==> src/gpio_pkg.sv <==
package gpio_pkg;

   // ----------------------------------------
   // Port size and register map
   // ----------------------------------------
   localparam int unsigned NPIN = 8;
   localparam int unsigned CFG_W = 7;
   localparam logic [7:0] OFF_DIR = 8'h00;
   localparam logic [7:0] OFF_DIRSET = 8'h04;
   localparam logic [7:0] OFF_DIRCLR = 8'h08;
   localparam logic [7:0] OFF_DIRTGL = 8'h0c;
   localparam logic [7:0] OFF_OUT = 8'h10;
   localparam logic [7:0] OFF_OUTSET = 8'h14;
   localparam logic [7:0] OFF_OUTCLR = 8'h18;
   localparam logic [7:0] OFF_OUTTGL = 8'h1c;
   localparam logic [7:0] OFF_IN = 8'h20;
   localparam logic [7:0] OFF_INTCTRL = 8'h24;
   localparam logic [7:0] OFF_INT0MSK = 8'h28;
   localparam logic [7:0] OFF_INT1MSK = 8'h2c;
   localparam logic [7:0] OFF_INTFLG = 8'h30;
   localparam logic [7:0] OFF_MPCMSK = 8'h34;
   localparam logic [7:0] OFF_OUTSEL = 8'h38;
   localparam logic [7:0] OFF_CFG0 = 8'h40;
   localparam logic [7:0] OFF_CFG7 = 8'h5c;

   // ----------------------------------------
   // Fields and codes
   // ----------------------------------------
   localparam int unsigned SNS_LSB = 0;
   localparam int unsigned MODE_LSB = 3;
   localparam int unsigned INV_BIT = 6;
   localparam int unsigned LVL0_LSB = 0;
   localparam int unsigned LVL1_LSB = 2;
   localparam logic [1:0] SNS_BOTH = 2'h0;
   localparam logic [1:0] SNS_RISE = 2'h1;
   localparam logic [1:0] SNS_FALL = 2'h2;
   localparam logic [1:0] SNS_LOW = 2'h3;
   localparam logic [2:0] MD_TOTEM = 3'h0;
   localparam logic [2:0] MD_KEEP = 3'h1;
   localparam logic [2:0] MD_PD = 3'h2;
   localparam logic [2:0] MD_PU = 3'h3;
   localparam logic [2:0] MD_WOR = 3'h4;
   localparam logic [2:0] MD_WAND = 3'h5;
   localparam logic [2:0] MD_WORPD = 3'h6;
   localparam logic [2:0] MD_WANDPU = 3'h7;
   localparam logic [1:0] OSEL_NONE = 2'h0;
   localparam logic [1:0] OSEL_CLK = 2'h1;
   localparam logic [1:0] OSEL_EV = 2'h2;
   localparam int unsigned OSEL_PIN = 7;

   // ----------------------------------------
   // Reset values and vectors
   // ----------------------------------------
   localparam logic [7:0] RST_BYTE = 8'h00;
   localparam logic [6:0] RST_CFG = 7'h00;
   localparam logic [11:0] VEC_PORT_C = 12'h004;
   localparam logic [11:0] VEC_PORT_R = 12'h008;
   localparam logic [11:0] VEC_INT1_OFF = 12'h002;

endpackage

==> src/gpio_port.sv <==
// Functional notes
// - Eight pins, each configured on its own.
// - Each pin is input or output.
// - One write configures several pins.
// - Inversion applies from pin to input register.
// - Inversion applies from output register to pin.
// - Inversion also covers alternate pin functions.
// - Totem, pull, wired-AND, wired-OR, bus-keeper drives.
// - Bus-keeper weakly holds the last level.
// - Sense both, rising, falling edges or low.
// - Sync sensing with port clock, else async.
// - Inversion applies before sensing.
// - Every sense setting can raise wake-up.
// - Two port interrupts with own priority, vector.
// - Per-pin mask for each interrupt.
// - Masked pin detection fires the interrupt.
// - Toggle, clear, set ports for output, direction.
// - Event channel 0 may drive pin 7.
// - A clock may drive out on a pin.
// - Vector is base plus interrupt word offset.
// - Port C base 0x004, port R 0x008.
// - Priority is high, medium or low.
`timescale 1ns/100ps
`default_nettype none

module gpio_port #(
   parameter bit PORT_IS_R = 1'b0
) (
   input wire logic clk,
   input wire logic resetn,
   input wire logic psel,
   input wire logic penable,
   input wire logic pwrite,
   input wire logic [7:0] paddr,
   input wire logic [31:0] pwdata,
   output logic [31:0] prdata,
   output logic pready,
   output logic pslverr,
   input wire logic [7:0] port_pin_n_in,
   output logic [7:0] port_pin_n_out,
   output logic [7:0] port_pin_n_oe,
   output logic [7:0] port_pin_n_pu,
   output logic [7:0] port_pin_n_pd,
   input wire logic [7:0] alt_en,
   input wire logic [7:0] alt_out,
   input wire logic [7:0] alt_oe,
   input wire logic ev_ch0,
   input wire logic port_clk_en,
   output logic [7:0] pin_value,
   output logic [7:0] pin_event,
   output logic [1:0] irq,
   output logic [1:0] irq0_level,
   output logic [1:0] irq1_level,
   output logic wake,
   output logic [11:0] int0_vector,
   output logic [11:0] int1_vector
);

   // ----------------------------------------
   // State
   // ----------------------------------------
   typedef struct packed {
      logic [7:0] dir;
      logic [7:0] out;
      logic [7:0] mpc;
      logic [7:0] msk0;
      logic [7:0] msk1;
      logic [7:0] s1;
      logic [7:0] s2;
      logic [7:0] prev;
      logic [7:0] snap;
      logic [7:0] keep;
      logic [7:0] pinev;
      logic [7:0][6:0] cfg;
      logic [3:0] ictl;
      logic [1:0] flg;
      logic [1:0] osel;
      logic cdiv;
      logic [31:0] rdata;
   } gpio_st_t;

   gpio_st_t st_q;
   gpio_st_t st_d;
   logic [7:0] val;
   logic [7:0] det;
   logic [7:0] ahit;
   logic [7:0] inv;
   logic [7:0] drv;
   logic [2:0] cfg_idx;
   logic wr_acc;
   logic rd_setup;
   logic addr_ok;
   logic cfg_sel;

   // ----------------------------------------
   // Per-pin drive and sensing
   // ----------------------------------------
   genvar gi;
   generate
      for (gi = 0; gi < gpio_pkg::NPIN; gi++)
      begin : g_pin
         logic [2:0] mode;
         logic [1:0] sns;
         logic src;
         logic de;
         logic o;
         logic cmp;
         assign mode = st_q.cfg[gi][gpio_pkg::MODE_LSB +: 3];
         assign sns = st_q.cfg[gi][gpio_pkg::SNS_LSB +: 2];
         assign inv[gi] = st_q.cfg[gi][gpio_pkg::INV_BIT];
         // The synchronised level is the only pin view that logic reads.
         assign val[gi] = st_q.s2[gi] ^ inv[gi];
         assign cmp = port_clk_en ? st_q.prev[gi] : st_q.snap[gi];

         always_comb
         begin
            case (sns)
               gpio_pkg::SNS_BOTH: ahit[gi] = val[gi] ^ cmp;
               gpio_pkg::SNS_RISE: ahit[gi] = val[gi] & ~cmp;
               gpio_pkg::SNS_FALL: ahit[gi] = ~val[gi] & cmp;
               default: ahit[gi] = ~val[gi];
            endcase
         end
         assign det[gi] = ahit[gi] & port_clk_en;

         always_comb
         begin
            src = alt_en[gi] ? alt_out[gi] : st_q.out[gi];
            de = alt_en[gi] ? alt_oe[gi] : st_q.dir[gi];
            if (gi == gpio_pkg::OSEL_PIN && st_q.osel != gpio_pkg::OSEL_NONE)
            begin
               src = (st_q.osel == gpio_pkg::OSEL_CLK) ? st_q.cdiv : ev_ch0;
               de = 1'b1;
            end
            o = src ^ inv[gi];
            drv[gi] = o;
            port_pin_n_out[gi] = o;
            port_pin_n_oe[gi] = de;
            port_pin_n_pu[gi] = 1'b0;
            port_pin_n_pd[gi] = 1'b0;
            case (mode)
               gpio_pkg::MD_TOTEM: ;
               gpio_pkg::MD_KEEP:
               begin
                  port_pin_n_pu[gi] = ~de & st_q.keep[gi];
                  port_pin_n_pd[gi] = ~de & ~st_q.keep[gi];
               end
               gpio_pkg::MD_PD: port_pin_n_pd[gi] = ~de;
               gpio_pkg::MD_PU: port_pin_n_pu[gi] = ~de;
               gpio_pkg::MD_WOR, gpio_pkg::MD_WORPD:
               begin
                  port_pin_n_out[gi] = 1'b1;
                  port_pin_n_oe[gi] = de & o;
                  port_pin_n_pd[gi] = (mode == gpio_pkg::MD_WORPD) & ~(de & o);
               end
               default:
               begin
                  port_pin_n_out[gi] = 1'b0;
                  port_pin_n_oe[gi] = de & ~o;
                  port_pin_n_pu[gi] = (mode == gpio_pkg::MD_WANDPU) & ~(de & ~o);
               end
            endcase
         end
      end
   endgenerate

   // ----------------------------------------
   // Bus decode
   // ----------------------------------------
   assign wr_acc = psel & penable & pwrite;
   assign rd_setup = psel & ~penable & ~pwrite;
   assign cfg_sel = (paddr >= gpio_pkg::OFF_CFG0) && (paddr <= gpio_pkg::OFF_CFG7) && (paddr[1:0] == 2'h0);
   assign cfg_idx = paddr[4:2];
   assign addr_ok = cfg_sel || ((paddr <= gpio_pkg::OFF_OUTSEL) && (paddr[1:0] == 2'h0));

   // ----------------------------------------
   // Next state
   // ----------------------------------------
   always_comb
   begin
      st_d = st_q;
      st_d.s1 = port_pin_n_in;
      st_d.s2 = st_q.s1;
      st_d.prev = val;
      // The snapshot freezes while the port clock is off, so a change is still seen.
      st_d.snap = port_clk_en ? val : st_q.snap;
      for (int k = 0; k < gpio_pkg::NPIN; k++)
      begin
         st_d.keep[k] = port_pin_n_oe[k] ? drv[k] : st_q.s2[k];
      end
      st_d.pinev = det;
      st_d.cdiv = ~st_q.cdiv;
      if (wr_acc)
      begin
         case (paddr)
            gpio_pkg::OFF_DIR: st_d.dir = pwdata[7:0];
            gpio_pkg::OFF_DIRSET: st_d.dir = st_q.dir | pwdata[7:0];
            gpio_pkg::OFF_DIRCLR: st_d.dir = st_q.dir & ~pwdata[7:0];
            gpio_pkg::OFF_DIRTGL: st_d.dir = st_q.dir ^ pwdata[7:0];
            gpio_pkg::OFF_OUT: st_d.out = pwdata[7:0];
            gpio_pkg::OFF_OUTSET: st_d.out = st_q.out | pwdata[7:0];
            gpio_pkg::OFF_OUTCLR: st_d.out = st_q.out & ~pwdata[7:0];
            gpio_pkg::OFF_OUTTGL: st_d.out = st_q.out ^ pwdata[7:0];
            gpio_pkg::OFF_INTCTRL: st_d.ictl = pwdata[3:0];
            gpio_pkg::OFF_INT0MSK: st_d.msk0 = pwdata[7:0];
            gpio_pkg::OFF_INT1MSK: st_d.msk1 = pwdata[7:0];
            gpio_pkg::OFF_MPCMSK: st_d.mpc = pwdata[7:0];
            gpio_pkg::OFF_OUTSEL: st_d.osel = pwdata[1:0];
            default: ;
         endcase
         if (cfg_sel)
         begin
            for (int k = 0; k < gpio_pkg::NPIN; k++)
            begin
               if (st_q.mpc != 8'h00 ? st_q.mpc[k] : (cfg_idx == 3'(k)))
               begin
                  st_d.cfg[k] = pwdata[6:0];
               end
            end
            // The multi-pin mask is single use, so a stale mask never spreads a later write.
            st_d.mpc = 8'h00;
         end
      end
      // A detection in the clearing cycle keeps its flag set.
      st_d.flg[0] = st_q.flg[0] & ~(wr_acc && paddr == gpio_pkg::OFF_INTFLG && pwdata[0]);
      st_d.flg[1] = st_q.flg[1] & ~(wr_acc && paddr == gpio_pkg::OFF_INTFLG && pwdata[1]);
      st_d.flg[0] = st_d.flg[0] | (|(det & st_q.msk0));
      st_d.flg[1] = st_d.flg[1] | (|(det & st_q.msk1));
      if (rd_setup)
      begin
         st_d.rdata = 32'h0000_0000;
         if (cfg_sel)
         begin
            st_d.rdata[6:0] = st_q.cfg[cfg_idx];
         end
         else
         begin
            case (paddr)
               gpio_pkg::OFF_DIR: st_d.rdata[7:0] = st_q.dir;
               gpio_pkg::OFF_OUT: st_d.rdata[7:0] = st_q.out;
               gpio_pkg::OFF_IN: st_d.rdata[7:0] = val;
               gpio_pkg::OFF_INTCTRL: st_d.rdata[3:0] = st_q.ictl;
               gpio_pkg::OFF_INT0MSK: st_d.rdata[7:0] = st_q.msk0;
               gpio_pkg::OFF_INT1MSK: st_d.rdata[7:0] = st_q.msk1;
               gpio_pkg::OFF_INTFLG: st_d.rdata[1:0] = st_q.flg;
               gpio_pkg::OFF_MPCMSK: st_d.rdata[7:0] = st_q.mpc;
               gpio_pkg::OFF_OUTSEL: st_d.rdata[1:0] = st_q.osel;
               default: ;
            endcase
         end
      end
   end

   always_ff @(posedge clk or negedge resetn)
   begin
      if (!resetn)
      begin
         st_q <= '0;
         st_q.dir <= gpio_pkg::RST_BYTE;
         st_q.out <= gpio_pkg::RST_BYTE;
         st_q.cfg <= {gpio_pkg::NPIN{gpio_pkg::RST_CFG}};
      end
      else
      begin
         st_q <= st_d;
      end
   end

   // ----------------------------------------
   // Outputs
   // ----------------------------------------
   assign prdata = st_q.rdata;
   assign pready = 1'b1;
   assign pslverr = psel & penable & ~addr_ok;
   assign pin_value = st_q.prev;
   assign pin_event = st_q.pinev;
   assign irq0_level = st_q.ictl[gpio_pkg::LVL0_LSB +: 2];
   assign irq1_level = st_q.ictl[gpio_pkg::LVL1_LSB +: 2];
   assign irq[0] = st_q.flg[0] & (irq0_level != 2'h0);
   assign irq[1] = st_q.flg[1] & (irq1_level != 2'h0);
   // Wake-up needs no port clock edge once the snapshot is frozen.
   assign wake = ~port_clk_en & (|(ahit & (st_q.msk0 | st_q.msk1)));
   assign int0_vector = PORT_IS_R ? gpio_pkg::VEC_PORT_R : gpio_pkg::VEC_PORT_C;
   assign int1_vector = int0_vector + gpio_pkg::VEC_INT1_OFF;
endmodule

`default_nettype wire

==> config.mk <==
export PLATFORM = sky130hd
export DESIGN_NAME = gpio_port
export DESIGN_NICKNAME = d
export VERILOG_FILES = /design/src/gpio_pkg.sv /design/src/gpio_port.sv
export SDC_FILE = /design/constraint.sdc
export NUM_CORES = 1
export LEC_CHECK = 0
export BUFFER_PORTS_ARGS = -buffer_cell sky130_fd_sc_hd__buf_2
export CAP_MARGIN = 15
export CORE_ASPECT_RATIO = 0.8
export CORE_MARGIN = 3
export CORE_UTILIZATION = 50
export DETAILED_ROUTE_END_ITERATION = 7
export PLACE_DENSITY = 0.73
export SLEW_MARGIN = 10
export SYNTH_ARGS = -nofsm -noshare
export SYNTH_HDL_FRONTEND = slang
export SYNTH_SLANG_ARGS = --single-unit
==> constraint.sdc <==
create_clock -name clk -period 9.2 [get_ports clk]
set_input_delay 2.76 -clock clk [delete_from_list [all_inputs] [get_ports clk]]
set_output_delay 2.76 -clock clk [all_outputs]
set_load 0.05 [all_outputs]
## After elaboration in Yosys (flattened, before gate mapping)

Cells that the tools add are included.

| storage, ports and cells | value |
|---|---|
| bits in registers | 161 |
| input port bits | 79 |
| output and inout bits | 113 |
| word-level logic and storage cells | 465 |

| operators by class | value |
|---|---|
| magnitude comparators | 4 |
| equal/unequal tests | 86 |
| muxes and demuxes | 94 |
| bitwise logic cells | 182 |
| reduce and logical (&&, ||, !) cells | 75 |

Operators by type and width:

| operator | count |
|---|---|
| $eq A3 B3 Y1 const B | 28 |
| $and A1 B1 Y1 | 82 |
| $pmux W1 S3 | 24 |
| $pmux W8 S4 | 2 |
| $reduce_or A4 Y1 | 16 |
| $not A1 Y1 | 63 |
| $eq A8 B6 Y1 const B | 7 |
| $eq A3 B2 Y1 const B | 18 |
| $mux W1 | 44 |
| $and A8 B8 Y8 | 5 |
| $eq A8 B5 Y1 const B | 4 |
| $pmux W1 S2 | 16 |
| $eq A3 B1 Y1 const B | 9 |
| $logic_not A3 Y1 | 9 |
| $or A8 B8 Y8 | 3 |
| $pmux W4 S6 | 1 |
| $reduce_and A3 Y1 | 8 |
| $reduce_or A8 Y1 | 3 |
| $xor A1 B1 Y1 | 24 |
| $bmux W7 S3 | 1 |
| $eq A2 B1 Y1 const B | 9 |
| $logic_not A2 Y1 | 9 |
| $pmux W2 S9 | 1 |
| $eq A2 B2 Y1 const B | 8 |
| 20 further kinds | 47 |

## Logic depth before layout (Yosys ltp)

| depth | value |
|---|---|
| depth after elaboration | 9 |
| depth in mapped cells | 10 |
| gate-level depth less buffers | 8 |

## Worst setup path after synthesis

Ideal clock, no wire load.

| timing path | value |
|---|---|
| path type | input to output |
| from | in port_clk_en |
| to | out wake |
| arrival | 5,253 ps |
| required time | 6,440 ps |
| path slack | 1,187 ps |
| stages on the path | 9 |
| path through | clkbuf_1 clkbuf_1 mux2i_1 ha_1 inv_1 mux4_2 o21ai_0 and2_0 a41oi_1 |

| on the way | value |
|---|---|
| cells in the longest elaborated chain, start to end | 7 |
| elaborated cells between the ends (all ways) | 52 |

RTL lines:

| element | line | source |
|---|---|---|
| start, declared | gpio_port.sv:48 | `input wire logic port_clk_en,` |
| $mux W1 | gpio_port.sv:113 | `assign cmp = port_clk_en ? st_q.prev[gi] : st_q.snap[gi];` |
| $not A1 Y1 | gpio_port.sv:119 | `gpio_pkg::SNS_RISE: ahit[gi] = val[gi] & ~cmp;` |
| $and A1 B1 Y1 | gpio_port.sv:119 |  |
| $pmux W1 S3 | gpio_port.sv:117 | `case (sns)` |
| $and A8 B8 Y8 | gpio_port.sv:282 | `assign wake = ~port_clk_en & (\|(ahit & (st_q.msk0 \| st_q.msk1)));` |
| $reduce_or A8 Y1 | gpio_port.sv:282 |  |
| $and A1 B1 Y1 * | gpio_port.sv:282 |  |
| end, declared | gpio_port.sv:54 | `output logic wake,` |

Mark *: on every way between the ends. The rest lies on a longest branch, timed or not.

## Worst setup path in the final report

Ends and elaborated chain as after synthesis.

==> summary.md <==
| Metric | Value |
|---|---|
| Status | finished, final reports clean |
| CP Capture Type | output port |
| Area Growth Syn to Fin | 9.62% |
| Largest net degree at the start of global routing | 87 |
| Hold-fix buffers, CTS | 0 |
| Pleak | 5.36 nW |
| Hold Crit Class | flop to flop |
| Worst EP required | ~6.4 ns |
| Total iterations of the first detailed-routing run | 5 |
| Placed cell count | between 1,000 and 1,500 |
| Total gr overflow | 0 |
| DIE HEIGHT | 134 um |
| Distinct cells, synth | between 70 and 80 |
| CP Max Fanout | 35 |
| DRT iter0 DRCs | between 900 and 1,000 |
| Seq/Total Area, Yosys | 0.391 |
| TritonCTS Buffers | 17 |
| Yosys warns | 0 |
| CTS tree | yes |
| Synth Instances | between 900 and 1,000 |
| Fmax | approximately 0.13 GHz |
| Starting density of the core | 0.514 |
| Initial antenna violation count | 1 |
| Worst hold start | st_d[132] |
| Tcrit/Tclk final | 0.852 |
| Synth area leaders | dfrtp_1 39%, mux2_2 6.6%, buf_4 6.1% |
| # Max-Cap Violations | 0 |
| Vias in the first global route | 7,397 |
| Final Slew Violations | 0 |
| Synth area leader | dfrtp_1 |
| Setup TNS | 0 ns |
| Layout Skew | between 0.01 and 0.015 ns |
| Synth Register Bits | about 160 |
| Site Rows | 46 |
| DRC viols | 0 |
| Filler Cell Count | approximately 1,700 |
| CTS sink count | ~160 |
| Buffers on Ports | ~120 |
| H-tree depth | 4 |
| Maximum vdd ir drop | 0.102 mV |
| Synthesized area | between 10,000 and 15,000 um^2 |
| Crit path launch | port_clk_en |
| Finish-stage setup viols | 0 |
| CORE AREA | 20,000 um^2 |
| Clock-pin slew on the worst setup and hold paths | approximately 0.060 ns |
| EDFF count, synth | 0 |
| Vias/cell | 5.88 |
| Post-route ant nets | 0 |
| Clock Path Buffers | 2 |
| Via count | about 7,800 |
| DR WL/cell | between 20 and 25 um |
| Clock Latency Late Sink | ~0.44 ns |
| Post-synth top flop | dfrtp_1 |
| Power density over the cells | 168 nW/um^2 |
| Postcts setup bufs | 0 |
| Worst-margin pin slew | between 0.9 and 1 ns |
| RR Startpoint | inv[4] |
| Top-count cell post-synth | dfrtp_1 |
| Share of post-route cells with drive strength above 1 | 0.252 |
| Gpl congestion | between 0.9 and 1 |
| First-pass GRT wire length | about 43 mm |
| CTS root buffer | clkbuf_16 |
| RSZ-0062 raised after global routing | false |
| Top-area cell type share of the netlist area | 0.391 |
| Mean post-synth cell area | 10.5 um^2 |
| Setup CP Type | primary input to output port |
| GRT Resource Usage Total | 0.251 |
| Die area | roughly 22,000 um^2 |
| Die width | ~170 um |
| Fin cells | approximately 1,300 |
| Ys async rst share | 1.00 |
| CTS resizes | 0 |
| Top Ports | 192 |
| ANT cells | 0 |
| Top post-synthesis cells by count | 161 x dfrtp_1, 84 x buf_4, 70 x nor2_1 |
| Nets@finish | 1,182 |
| Final WL | 28.1 mm |
| Startpoint types | primary input |
| Critical path data arrival time | 5.08 ns |
| DPL Wire Length | a little over 20 mm |
| Fin crit period | 7.84 ns |
| Slew margin rel. | 0.342 |
| Final hold vios | 0 |
sequential cells by signal, indices dropped and copies added, names as in the netlist:
| signal | count |
|---|---|
| prdata | 8 |
| st_d | 8 |
| pin_event | 8 |
| st_q | 77 |
| g_pin.mode | 24 |
| g_pin.sns | 16 |
| irq1_level | 2 |
| inv | 8 |
| pin_value | 8 |
| irq0_level | 2 |
placed cells by master, fill, tap and decap left out, types with 16 or more instances in the layout:
master,synthesis,final
o21ai_0,68,68
o31ai_1,18,18
mux4_2,22,22
buf_2,5,117
dfrtp_1,161,161
a221oi_1,16,16
mux2i_1,46,46
xor2_1,20,20
a21oi_1,45,45
nand2b_1,21,21
conb_1,2,49
nor2_1,70,70
ha_1,48,48
inv_1,55,55
clkbuf_16,0,17
mux2_2,60,60
nand2_1,44,44
critical path, stage by stage:
cell	delay, ns
buf_2	0.54
mux2i_1	0.32
inv_1	0.07
ha_1	0.18
mux4_2	0.52
o21ai_0	0.13
and2_0	0.15
a41oi_1	0.13
buf_2	0.26
power breakdown:
group | switching (mW) | leakage (nW) | internal [mW] | total (mW)
Clock | 0.304 | 0.322 | 0.518 | 0.822
Combinational | 0.219 | 2.97 | 0.0825 | 0.301
Sequential | 0.0339 | 2.07 | 0.739 | 0.773
stage by stage:
step           power, mW  setup slack, ns  cell area, um^2  hold WS (ns)   util
2_1_floorplan       1.02             1.19            10500         0.331      -
3_3_place_gp        1.08             1.40            10600         0.333  0.530
3_5_place_dp        1.08             1.40            10600         0.335  0.530
4_1_cts             1.91             1.39            11300         0.350  0.564
5_1_grt             1.96             1.26            11300         0.355  0.564
6_report            1.90             1.36            11300         0.347  0.564
layout make-up:
class                      instances  area [um^2]  share of cell area
multi-input combinational        696         5420               0.480
sequential                       161         4030               0.357
timing repair buffer             121          619              0.0549
clock buffer                      20          447              0.0396
tap                              264          330              0.0293
clock inverter                    12          226              0.0201
inverter                          58          218              0.0193
kinds of logic after synthesis:
logic type	synth area share
AO/OA/AOI/OAI	0.123
XOR/XNOR	0.0210
adder cells (fa/ha/maj)	0.0583
buffers and inverters	0.0996
flip-flops	0.391
multiplexers	0.177
other	0.000729
AND/OR/NAND/NOR	0.129
layer usage:
layer / track usage / part of all wire
met2: 0.369 / 0.43
met1: 0.367 / 0.45
met5: 0 / 0.00025
met3: 0.0636 / 0.094
met4: 0.0765 / 0.025
final timing paths:
check	endpoint	slack (ns)	depth (start not counted)
min in group asynchronous	st_d[132]	2.36	1
setup reg to reg	st_q[36]	6.37	8
max in group asynchronous	pin_value[5]	5.33	2
setup / recovery	wake	1.36	9
hold / removal	st_q[132]	0.35	0
hold reg to reg	st_q[132]	0.35	0
No activity file was read; power rests on OpenSTA's default activity.
